### src/logic/irs_pkg.sv
`default_nettype none

package irs_pkg;

  // clock and link rates
  localparam int unsigned CLK_HZ          = 125_000_000;
  localparam int unsigned IR_BAUD         = 9600;
  localparam int unsigned BITCLKS_PER_BIT = 16;
  localparam int unsigned BITCLK_DIV      = CLK_HZ / (IR_BAUD * BITCLKS_PER_BIT);
  localparam logic [9:0]  BITCLK_LAST     = 10'(BITCLK_DIV - 1);
  localparam logic [3:0]  BITCLK_WRAP     = 4'(BITCLKS_PER_BIT - 1);

  // long timeouts, in seconds and in cycles
  localparam int unsigned IDLE_TIMEOUT_S   = 10;
  localparam logic [31:0] IDLE_TIMEOUT_CYC = 32'(CLK_HZ * IDLE_TIMEOUT_S);
  localparam int unsigned RTS_TIMEOUT_S    = 3;
  localparam logic [31:0] RTS_TIMEOUT_CYC  = 32'(CLK_HZ * RTS_TIMEOUT_S);

  // turnaround after a received byte, in bit clocks
  localparam logic [4:0]  TURN_BITCLKS = 5'(BITCLKS_PER_BIT);

  // buffers and flow control
  localparam int unsigned IR_BUF_DEPTH   = 64;
  localparam int unsigned HOST_BUF_DEPTH = 29;
  localparam logic [6:0]  IR_BUF_FULL    = 7'(IR_BUF_DEPTH);
  localparam logic [5:0]  IR_PTR_LAST    = 6'(IR_BUF_DEPTH - 1);
  localparam logic [5:0]  HOST_BUF_FULL  = 6'(HOST_BUF_DEPTH);
  localparam logic [4:0]  HOST_PTR_LAST  = 5'(HOST_BUF_DEPTH - 1);
  localparam logic [5:0]  CTS_LEVEL      = 6'd23;
  localparam logic [5:0]  CTS_SLACK      = 6'd6;
  localparam logic [6:0]  PKT_OVERHEAD   = 7'd8;
  localparam logic [6:0]  MIN_FRAME      = 7'd6;

  // identification string, last two characters are the revision
  localparam int unsigned ID_LEN   = 10;
  localparam logic [63:0] ID_TEXT  = 64'h4952_5354_4143_4b20;
  localparam logic [3:0]  ID_LAST  = 4'(ID_LEN - 1);

  typedef struct packed {
    logic [7:0] data;
    logic       last;
  } irs_beat_t;

  typedef enum logic [1:0] {
    s_low_power,
    s_idle_disconnected,
    s_connected
  } irs_pwr_state_t;

endpackage : irs_pkg

`default_nettype wire

### src/logic/irs_power_flow.sv
// Notes on behaviour
// - link closed returns to idle disconnected state
// - idle ten seconds without activity enters low power
// - low power stops oscillator, active output low
// - photo-detect crossing reference wakes the device
// - reset wakes; ten idle seconds sleep again
// - open-collector output shows protocol handler running
// - infrared link fixed at 9.6 kbaud
// - clear-to-send high at 23 buffered host bytes
// - infrared receive block fixed at 64 bytes
// - host receive block fixed at 29 bytes
// - each packet adds 8 bytes overhead
// - infrared port half duplex, never both directions
// - one bit time between receive and transmit
// - fixed identification string, revision in last two
// - clear-to-send holds host when buffer cannot accept
// - six more bytes accepted after clear-to-send
// - request-to-send high too long drops link; timer runs only while infrared receive buffer holds data
`default_nettype none

module irs_power_flow
  import irs_pkg::*;
#(
  parameter logic [31:0] IDLE_CYCLES = IDLE_TIMEOUT_CYC,
  parameter logic [31:0] RTS_CYCLES  = RTS_TIMEOUT_CYC,
  parameter logic [15:0] SILICON_REV = 16'h6131  // arbitrary value
) (
  // clock and reset
  input  wire logic       clk,
  input  wire logic       sys_rst,
  // photo detector pins
  input  wire logic       photo_detect_input,
  input  wire logic       photo_detect_reference,
  // infrared pins
  input  wire logic       ir_pulse_input,
  output logic            ir_pulse_output,
  // power and activity
  output logic            osc_enable,
  output logic            protocol_handler_active_o,
  output logic            protocol_handler_active_oe,
  output logic            bit_clk_en,
  output logic            baud_en,
  // protocol handler link events
  input  wire logic       link_open,
  input  wire logic       link_close,
  output logic            link_up,
  output logic            link_timeout,
  // infrared decoder bytes
  input  wire logic       ir_rx_valid,
  input  wire logic [7:0] ir_rx_data,
  input  wire logic       ir_rx_last,
  output logic            ir_short_frame,
  output logic            ir_overrun,
  // infrared encoder
  input  wire logic       ir_tx_req,
  input  wire logic       ir_tx_pulse,
  output logic            ir_tx_grant,
  // host uart receive
  input  wire logic       host_rx_valid,
  input  wire logic [7:0] host_rx_data,
  output logic            host_rx_ready,
  output logic            host_cts,
  output logic            host_overrun,
  // packet read from host buffer
  output logic            pkt_valid,
  output logic [7:0]      pkt_data,
  input  wire logic       pkt_ready,
  output logic [6:0]      pkt_len,
  // host uart transmit
  input  wire logic       host_rts_n,
  output logic            host_tx_valid,
  output logic [7:0]      host_tx_data,
  output logic            host_tx_last,
  input  wire logic       host_tx_ready,
  // identification
  input  wire logic [3:0] id_addr,
  output logic [7:0]      id_char
);

  irs_pwr_state_t state;
  logic [3:0]     sync1;
  logic [3:0]     sync2;
  logic [2:0]     prev;
  logic           pd_above;
  logic           pd_cross;
  logic           ir_edge;
  logic           rts_n_s;
  logic           activity;
  logic [31:0]    idle_cnt;
  logic [31:0]    rts_cnt;
  logic [9:0]     div_cnt;
  logic [3:0]     bclk_cnt;
  logic [4:0]     turn_cnt;
  logic           rx_busy;
  logic           rx_take;
  logic [6:0]     frame_len;

  // pin synchronisers
  always_ff @(posedge clk) begin
    if (sys_rst) begin
      sync1 <= 4'h0;
      sync2 <= 4'h0;
    end else begin
      sync1 <= {host_rts_n, ir_pulse_input, photo_detect_reference, photo_detect_input};
      sync2 <= sync1;
    end
  end

  always_ff @(posedge clk) begin
    if (sys_rst) begin
      prev <= 3'h0;
    end else begin
      prev <= {sync2[2], pd_above, 1'b0};
    end
  end

  assign pd_above = sync2[0] && !sync2[1];
  assign pd_cross = pd_above != prev[1];
  assign ir_edge  = sync2[2] != prev[2];
  assign rts_n_s  = sync2[3];
  assign rx_take  = ir_rx_valid && !ir_tx_grant;
  assign activity = ir_edge || rx_take || pd_cross;

  // bit clock divider, 16 per bit
  always_ff @(posedge clk) begin
    if (sys_rst || state == s_low_power) begin
      div_cnt    <= 10'h000;
      bclk_cnt   <= 4'h0;
      bit_clk_en <= 1'b0;
      baud_en    <= 1'b0;
    end else begin
      bit_clk_en <= (div_cnt == BITCLK_LAST);
      baud_en    <= (div_cnt == BITCLK_LAST) && (bclk_cnt == BITCLK_WRAP);
      if (div_cnt == BITCLK_LAST) begin
        div_cnt  <= 10'h000;
        bclk_cnt <= bclk_cnt + 4'h1;
      end else begin
        div_cnt <= div_cnt + 10'h001;
      end
    end
  end

  // power and link state
  always_ff @(posedge clk) begin
    if (sys_rst) begin
      state <= s_idle_disconnected;
    end else begin
      case (state)
        s_low_power: begin
          if (pd_cross) begin
            state <= s_idle_disconnected;
          end
        end
        s_idle_disconnected: begin
          if (link_open) begin
            state <= s_connected;
          end else if (!activity && idle_cnt >= IDLE_CYCLES - 32'h1) begin
            state <= s_low_power;
          end
        end
        s_connected: begin
          if (link_close || link_timeout) begin
            state <= s_idle_disconnected;
          end
        end
        default: begin
          state <= s_idle_disconnected;
        end
      endcase
    end
  end

  // inactivity timer
  always_ff @(posedge clk) begin
    if (sys_rst || state != s_idle_disconnected || activity) begin
      idle_cnt <= 32'h0;
    end else begin
      idle_cnt <= idle_cnt + 32'h1;
    end
  end

  // oscillator and open-collector active flag
  assign osc_enable                 = (state != s_low_power);
  assign protocol_handler_active_o  = 1'b0;
  assign protocol_handler_active_oe = (state == s_low_power);
  assign link_up                    = (state == s_connected);

  // half duplex and turnaround
  always_ff @(posedge clk) begin
    if (sys_rst) begin
      turn_cnt <= 5'h00;
      rx_busy  <= 1'b0;
    end else begin
      if (rx_take) begin
        turn_cnt <= TURN_BITCLKS;
        rx_busy  <= !ir_rx_last;
      end else if (bit_clk_en && turn_cnt != 5'h00) begin
        turn_cnt <= turn_cnt - 5'h01;
      end
    end
  end

  assign ir_tx_grant = ir_tx_req && !rx_busy && turn_cnt == 5'h00 && state != s_low_power;

  always_ff @(posedge clk) begin
    if (sys_rst) begin
      ir_pulse_output <= 1'b0;
    end else begin
      ir_pulse_output <= ir_tx_pulse && ir_tx_grant;
    end
  end

  // infrared receive buffer, 64 bytes
  irs_beat_t  ir_mem [IR_BUF_DEPTH];
  logic [5:0] ir_wr;
  logic [5:0] ir_rd;
  logic [6:0] ir_cnt;
  logic       ir_push;
  logic       ir_pop;
  logic       sk_in_ready;
  logic       sk_out_valid;
  irs_beat_t  sk_out;

  assign ir_push = rx_take && ir_cnt != IR_BUF_FULL;
  assign ir_pop  = ir_cnt != 7'h00 && !rts_n_s && sk_in_ready;

  always_ff @(posedge clk) begin
    if (ir_push) begin
      ir_mem[ir_wr] <= '{data: ir_rx_data, last: ir_rx_last};
    end
  end

  always_ff @(posedge clk) begin
    if (sys_rst || link_timeout) begin
      ir_wr  <= 6'h00;
      ir_rd  <= 6'h00;
      ir_cnt <= 7'h00;
    end else begin
      if (ir_push) begin
        ir_wr <= (ir_wr == IR_PTR_LAST) ? 6'h00 : ir_wr + 6'h01;
      end
      if (ir_pop) begin
        ir_rd <= (ir_rd == IR_PTR_LAST) ? 6'h00 : ir_rd + 6'h01;
      end
      ir_cnt <= ir_cnt + {6'h00, ir_push} - {6'h00, ir_pop};
    end
  end

  // frame length and error flags
  always_ff @(posedge clk) begin
    if (sys_rst) begin
      frame_len      <= 7'h00;
      ir_short_frame <= 1'b0;
      ir_overrun     <= 1'b0;
    end else begin
      ir_short_frame <= 1'b0;
      if (rx_take) begin
        frame_len <= ir_rx_last ? 7'h00 : frame_len + 7'h01;
        ir_short_frame <= ir_rx_last && (frame_len + 7'h01 < MIN_FRAME);
        if (ir_cnt == IR_BUF_FULL) begin
          ir_overrun <= 1'b1;
        end
      end
    end
  end

  // two-entry buffer toward host uart transmitter
  irs_skid u_skid (
    .clk       (clk),
    .sys_rst   (sys_rst),
    .in_valid  (ir_pop),
    .in_beat   (ir_mem[ir_rd]),
    .in_ready  (sk_in_ready),
    .out_valid (sk_out_valid),
    .out_beat  (sk_out),
    .out_ready (host_tx_ready)
  );

  assign host_tx_valid = sk_out_valid;
  assign host_tx_data  = sk_out.data;
  assign host_tx_last  = sk_out.last;

  // request-to-send hold-off timeout
  always_ff @(posedge clk) begin
    if (sys_rst || state != s_connected || rts_n_s == 1'b0 || ir_cnt == 7'h00) begin
      rts_cnt      <= 32'h0;
      link_timeout <= 1'b0;
    end else begin
      rts_cnt      <= rts_cnt + 32'h1;
      link_timeout <= (rts_cnt == RTS_CYCLES - 32'h1);
    end
  end

  // host uart receive buffer, 29 bytes
  logic [7:0] host_mem [HOST_BUF_DEPTH];
  logic [4:0] host_wr;
  logic [4:0] host_rd;
  logic [5:0] host_cnt;
  logic       host_push;
  logic       host_pop;

  assign host_rx_ready = host_cnt != HOST_BUF_FULL;
  assign host_push     = host_rx_valid && host_rx_ready;
  assign host_pop      = pkt_valid && pkt_ready;
  assign pkt_valid     = host_cnt != 6'h00;
  assign pkt_data      = host_mem[host_rd];

  always_ff @(posedge clk) begin
    if (host_push) begin
      host_mem[host_wr] <= host_rx_data;
    end
  end

  always_ff @(posedge clk) begin
    if (sys_rst) begin
      host_wr  <= 5'h00;
      host_rd  <= 5'h00;
      host_cnt <= 6'h00;
    end else begin
      if (host_push) begin
        host_wr <= (host_wr == HOST_PTR_LAST) ? 5'h00 : host_wr + 5'h01;
      end
      if (host_pop) begin
        host_rd <= (host_rd == HOST_PTR_LAST) ? 5'h00 : host_rd + 5'h01;
      end
      host_cnt <= host_cnt + {5'h00, host_push} - {5'h00, host_pop};
    end
  end

  // clear-to-send, high holds the host off
  always_ff @(posedge clk) begin
    if (sys_rst) begin
      host_cts <= 1'b1;
    end else begin
      host_cts <= (state != s_connected) || (host_cnt >= CTS_LEVEL) ||
                  (host_cnt + CTS_SLACK > HOST_BUF_FULL);
    end
  end

  // host overrun, sticky until reset
  always_ff @(posedge clk) begin
    if (sys_rst) begin
      host_overrun <= 1'b0;
    end else if (host_rx_valid && !host_rx_ready) begin
      host_overrun <= 1'b1;
    end
  end

  // packet length with protocol overhead
  always_ff @(posedge clk) begin
    if (sys_rst) begin
      pkt_len <= 7'h00;
    end else begin
      pkt_len <= {1'b0, host_cnt} + PKT_OVERHEAD;
    end
  end

  // identification string
  logic [79:0] id_full;

  assign id_full = {ID_TEXT, SILICON_REV};

  always_ff @(posedge clk) begin
    if (sys_rst) begin
      id_char <= 8'h00;
    end else if (id_addr <= ID_LAST) begin
      id_char <= id_full[8'(79 - 8 * id_addr) -: 8];
    end else begin
      id_char <= 8'h00;
    end
  end

endmodule : irs_power_flow

`default_nettype wire

### src/logic/irs_skid.sv
`default_nettype none

module irs_skid
  import irs_pkg::*;
(
  // clock and reset
  input  wire logic      clk,
  input  wire logic      sys_rst,
  // filling side
  input  wire logic      in_valid,
  input  wire irs_beat_t in_beat,
  output logic           in_ready,
  // draining side
  output logic           out_valid,
  output irs_beat_t      out_beat,
  input  wire logic      out_ready
);

  irs_beat_t  ent1;
  logic [1:0] cnt;
  logic       push;
  logic       pop;

  assign in_ready  = (cnt != 2'h2);
  assign out_valid = (cnt != 2'h0);
  assign push      = in_valid && in_ready;
  assign pop       = out_valid && out_ready;

  // two entries, head in out_beat
  always_ff @(posedge clk) begin
    if (sys_rst) begin
      cnt      <= 2'h0;
      out_beat <= '0;
      ent1     <= '0;
    end else begin
      case ({push, pop})
        2'b10: begin
          if (cnt == 2'h0) begin
            out_beat <= in_beat;
          end else begin
            ent1 <= in_beat;
          end
          cnt <= cnt + 2'h1;
        end
        2'b01: begin
          out_beat <= ent1;
          cnt      <= cnt - 2'h1;
        end
        2'b11: begin
          if (cnt == 2'h1) begin
            out_beat <= in_beat;
          end else begin
            out_beat <= ent1;
            ent1     <= in_beat;
          end
        end
        default: begin
          cnt <= cnt;
        end
      endcase
    end
  end

endmodule : irs_skid

`default_nettype wire

### config.mk
export PLATFORM = sky130hd
export DESIGN_NAME = irs_power_flow
export DESIGN_NICKNAME = d
export VERILOG_FILES = /design/src/logic/irs_pkg.sv /design/src/logic/irs_power_flow.sv /design/src/logic/irs_skid.sv
export SDC_FILE = /design/constraint.sdc
export NUM_CORES = 1
export LEC_CHECK = 0
export BUFFER_PORTS_ARGS = -buffer_cell sky130_fd_sc_hd__buf_4
export CAP_MARGIN = 20
export CORE_UTILIZATION = 55
export CTS_BUF_LIST = sky130_fd_sc_hd__clkbuf_16
export CTS_CLUSTER_DIAMETER = 200
export DETAILED_ROUTE_END_ITERATION = 6
export PLACE_DENSITY = 0.79
export SLEW_MARGIN = 20
export SYNTH_ARGS = -nofsm -noshare
export SYNTH_HDL_FRONTEND = slang
export SYNTH_SLANG_ARGS = --single-unit
### constraint.sdc
create_clock -name clk -period 9.69 [get_ports clk]
set_clock_uncertainty 0.1 [all_clocks]
set_input_delay 0.4845 -clock clk [delete_from_list [all_inputs] [get_ports clk]]
set_output_delay 0.4845 -clock clk [all_outputs]
set_load 0.005 [all_outputs]
Yosys cells after proc, flatten, opt, wreduce, memory -nomap -nowiden:

Memory sizes are Yosys's and may differ from the RTL's. A register that Yosys moved wholly into a read port is not among the register bits.
Cells that the tools add are included.
Widths: inputs -> output; s select.

* memory bits (writable): 808
* memories: 2
* register bits: 181

Memories
* ir_mem: depth 64, width 9, rd ports 1, clocked after Yosys merged registers in 1, write ports 1, line irs_power_flow.sv:214 `irs_beat_t ir_mem [IR_BUF_DEPTH];`
* host_mem: depth 29, width 8, rd ports 1, clocked after Yosys merged registers in 1, write ports 1, line irs_power_flow.sv:295 `logic [7:0] host_mem [HOST_BUF_DEPTH];`

* multiplexer cells: 27
* equality and inequality tests: 27
* shift operators: 1
* add/sub/neg operators: 19
* reductions and logical operators: 58
* bitwise operators: 3
* $lt $le $gt $ge: 5

Operators with widths (number)
* $shiftx 87x9->8 const A: 1
* $add 32x1->32 const B: 2
* $mux 9: 4
* $eq 32x29->1 const B: 1
* $ge 32x31->1 const B: 1
* $mux 5: 6
* $pmux 9 s3: 1
* $mux 6: 4
* $logic_and 1x1->1: 18
* $pmux 9 s2: 1
* $add 6x1->6 const B: 2
* $eq 6x6->1 const B: 2
* $logic_or 1x1->1: 12
* $add 10x1->10 const B: 1
* $add 5x1->5 const B: 2
* $eq 10x10->1 const B: 1
* $eq 5x5->1 const B: 2
* $reduce_bool 2->1: 5
* $mux 2: 4
* $ne 2x1->1 const B: 4
* $ne 2x2->1 const B: 4
* $reduce_or 2->1: 4
* $sub 7x7->8 const A: 1
* $add 6x4->7 const B: 1
* other kinds (37): 56

Longest topological paths before layout:

* depth after elaboration: 13
* gate-level depth with buffers: 17

By module:

A second synthesis with hierarchy kept.

* cell total of the unflattened synthesis: 2350
* area, all modules: 39783.2 µm²

Modules (own cells, without submodules)
* irs_power_flow: cells an instance 2225, sequential area each 27686.6 µm², area each 38690.9 µm², instances 1
* irs_skid: cells an instance 125, sequential area each 400.4 µm², area each 1092.3 µm², instances 1

Least setup slack after synthesis:

Ideal clock, no wire load.

* kind: flip-flop to flip-flop
* start point: reg turn_cnt[0]
* end point: reg ir_cnt[6]
* library setup time: 0.070 ns
* path slack: 6.236 ns
* clock period less this slack: 3.454 ns
* required time: 9.520 ns
* cell stages (with the launch flop): 17
* arrival time: 3.284 ns
* path buffers: 0
* cell sequence: dfxtp_1 inv_1 ha_1 or4b_4 o41ai_4 a21oi_1 inv_1 ha_1 inv_1 ha_1 fa_1 a21oi_1 o21bai_1 a21oi_1 nor2_1 or3_1 a21oi_1

* longest elaborated chain between the ends: 8

Ends and longest elaborated chain
* start: declaration: line irs_power_flow.sv:93 `logic [4:0] turn_cnt;`
* start signal: assignment: line irs_power_flow.sv:198 `turn_cnt <= turn_cnt - 5'h01;`
* $logic_not 5->1: line irs_power_flow.sv:203 `assign ir_tx_grant = ir_tx_req && !rx_busy && turn_cnt == 5'h00 && state != s_low_power;`
* $logic_and 1x1->1 (2 in series): line irs_power_flow.sv:203
* $logic_not 1->1: line irs_power_flow.sv:121 `assign rx_take = ir_rx_valid && !ir_tx_grant;`
* $logic_and 1x1->1: line irs_power_flow.sv:121
* $logic_and 1x1->1: line irs_power_flow.sv:224 `assign ir_push = rx_take && ir_cnt != IR_BUF_FULL;`
* $add 7x1->7: line irs_power_flow.sv:245 `ir_cnt <= ir_cnt + {6'h00, ir_push} - {6'h00, ir_pop};`
* $sub 7x1->7: line irs_power_flow.sv:245
* end signal: assignment: line irs_power_flow.sv:245
* end: declaration: line irs_power_flow.sv:217 `logic [6:0] ir_cnt;`

No other way between the ends.
A chain may end at the register's enable or synchronous reset.

Worst setup path in the final report:

Ends and elaborated chain as after synthesis.

==> impl_results.md <==
* Sequential element share of the synthesized area at 70.2%
* DIE HEIGHT at 272 µm
* Synthesized cell area at 0.0400 mm²
* Detailed Place HPWL at 53.0 mm
* Io pins at 83
* Synth Instances at 2463
* RD Place Congestion at 0.871
* Peak supply drop at 194 µV
* # fillers at 4848
* CTS root buf: clkbuf_16
* CTS Buffer Depth at 3
* Number of buffers added on ports at 80
* Num CTS Buffers at 97
* Leakage at 14.4 nW
* CTS tree: done
* Critical Path RT at 10.17 ns
* Cell family with most CP delay: compound AO/OA/AOI/OAI gates
* Initial Utilization at 55.8%
* CP cell instances: inv_1, ha_1, or4b_4, o41ai_4, a21oi_1, inv_1, ha_1, inv_1, ha_1, fa_1, a21oi_1, o21bai_1, a21oi_1, nor2_1, or3_1, a21oi_1
* Area of the multi-input gates at 0.0112 mm²
* Crit path buf inv count at 3
* Minimum clock period at 4.23 ns
* Clk_lat worst skew at 0.67 ns
* Final setup fails at 0
* DRC errors left at 0
* Core box area at 0.0717 mm²
* Overall power at 10.5 mW
* Final worst slack at 5.46 ns
* #FFs+latches synth at 999
* Final Slew Violations at 0
* # rows at 98
* Wire length per cell at 24.6 µm
* Post_cts resized at 0
* PD cells at 236 mW/mm²
* First-pass GRT wire length at 135 mm
* Status: finished clean
* Via count at 22300
* FFs w/ async S/R, synth at 0%
* TNS Setup at 0 ns
* Min-Delay Path Class: input pin to flip-flop
* Most frequent cell on the critical path: a21oi_1
* All-Layer GR Usage at 24.1%
* Worst Setup Path Type: flip-flop to flip-flop
* Ys Warns at 0
* Register area at 0.0281 mm²
* Layout cells sized above 1 at 17.4%
* Post-synth EDFFs at 808
* Synth-to-Final Area Change at 11.9%
* First-pass iteration count of the detailed router at 6
* Hold-fix buffers, CTS at 7
* Number of global-route vias before repair at 22500
* N_diodes at 0
* Clk slew on worst S/H paths at 0.06 ns
* Top cells by area, synth: edfxtp_1 (61%), mux4_2 (10%), dfxtp_1 (9.6%), nor2_1 (2.7%), mux2i_1 (2.5%)
* Critical Path Max Stage Delay at 0.77 ns
* Max Fclk at 0.237 GHz
* Depth of the CTS H-tree at 3
* CTS Sinks at 999
* Final ANT Viol Nets at 0
* CP endpoint kind: flip-flop
* Slowest cell on the critical path: o41ai_4
* Worst Path Arrival at 4.70 ns
* 1st-iter DRT viols at 2929
* Max_slew headroom at 27.1%
* Max Cap Viol at 0
* Die width at 272 µm
* Post-synth top flop: edfxtp_1
* Drt total wl at 88.4 mm
* Post-DR vias/cell at 6.20
* Worst slack, placed at 5.52 ns
* Grt ovf at 0
* RSZ-0062 raised after global routing: false
* Critical path peak fanout at 16
* DIE AREA at 0.0738 mm²
* Worst Setup Start Kind: flip-flop
* Final net count at 2647
* Post-synth top area share at 60.7%
* Postcts setup bufs at 0
* Largest net degree at the start of global routing at 72
* Distinct cell type count after synthesis at 67
* Final Hold Fails at 0
* Initial antenna violation count at 1
* Fin crit share at 43.6%
* Avg Synthesized Cell Area at 16.2 µm²
* Synth area leader: edfxtp_1
* Least-Margin Pin Slew at 1.09 ns
logic make-up after synthesis:
logic type	after synthesis	synth area share, %
flops	999	70.2
simple gates	660	7.78
mux	290	12.9
compound gates	197	3.38
buf+inv	163	1.80
xor+xnor	99	2.17
fa+ha+maj	54	1.73
other cells	1	0.00937
sequential cells by signal, indices dropped and copies added, names as in the netlist, 5 cells and up, named ones only:
signal / count
div_cnt: 10
pkt_len: 7
host_mem: 232
u_skid.ent1: 9
ir_wr: 6
ir_rd: 6
host_cnt: 6
ir_mem: 576
host_rd: 5
idle_cnt: 32
host_wr: 5
turn_cnt: 5
rts_cnt: 32
ir_cnt: 7
u_skid.out_beat: 9
frame_len: 7
id_char: 7
cells in the final DEF (no fill, tap or decap), types with 23 or more instances in the layout:
cell type and count:
xnor2_1 45, dfxtp_1 184, a21oi_1 64, buf_4 94, nor2_1 286, xor2_1 54, a22oi_1 39, ha_1 52
nand2_1 124, nor2b_1 27, clkbuf_16 100, inv_1 71, nand3_1 71, mux4_2 180, mux2i_1 99, nand4_1 24
clkinv_1 23, edfxtp_1 808
report_power, final:
group          total [mW]  switching [mW]  internal [mW]  leakage [nW]
Combinational        1.86            1.03          0.831          3.92
Clock                3.80            1.61           2.18          1.64
Sequential           4.90           0.157           4.74          8.83
final timing paths:
kind / startpoint / end / slack (ns) / depth (start not counted)
worst max-delay path: turn_cnt[0]$_SDFFE_PP0P_ / ir_cnt[6]$_SDFF_PP0_ / 5.46 / 16
worst min-delay path: link_close / state[1]$_SDFFE_PP0P_ / 0.04 / 4
worst max register to register: turn_cnt[0]$_SDFFE_PP0P_ / ir_cnt[6]$_SDFF_PP0_ / 5.46 / 16
worst min register to register: sync1[0]$_SDFF_PP0_ / sync2[0]$_SDFF_PP0_ / 0.33 / 1
routing by layer:
layer | GRT usage [%] | vias to the layer above | share of wire (%)
li1 | - | 9655 | -
met5 | 0 | - | 0.018
met3 | 4.13 | 194 | 8.7
met1 | 32.8 | 11200 | 39
met2 | 39.7 | 1195 | 49
met4 | 7.70 | 2 | 2.8
Yosys cell counts, drive strengths merged, types with 29 or more instances:
cell,count
mux4,180
a22oi,39
nand3,71
mux2i,99
a21oi,64
dfxtp,191
nor2,287
nand2,124
clkbuf,42
xor2,54
nor2b,29
ha,52
inv,56
xnor2,45
buf,64
edfxtp,808
per-stage QoR:
step | utilization, % | cell area, µm² | hold slack, ns | cells
after floorplan | - | 40000 | 0.314 | 2464
after global placement | 57.7 | 41400 | 0.321 | 3402
after detailed placement | 57.7 | 41400 | 0.336 | 3402
after CTS | 62.4 | 44700 | 0.00149 | 3589
after global routing | 62.4 | 44700 | 0.0526 | 3589
final | 62.4 | 44700 | 0.0409 | 3589
area by class of cell:
cell class | instances | area share [%]
clock buffer | 100 | 5.59
clock inverter | 80 | 1.67
inverter | 57 | 0.478
multi-input combinational | 1302 | 25.1
sequential | 999 | 62.8
tap | 950 | 2.66
timing repair buffer | 101 | 1.73
worst min-delay path: stages:
cell,delay [ns]
buf_4,0.08
nor2_1,0.04
nand2_1,0.08
a21oi_1,0.06
Power figures use the tool's default switching activity.
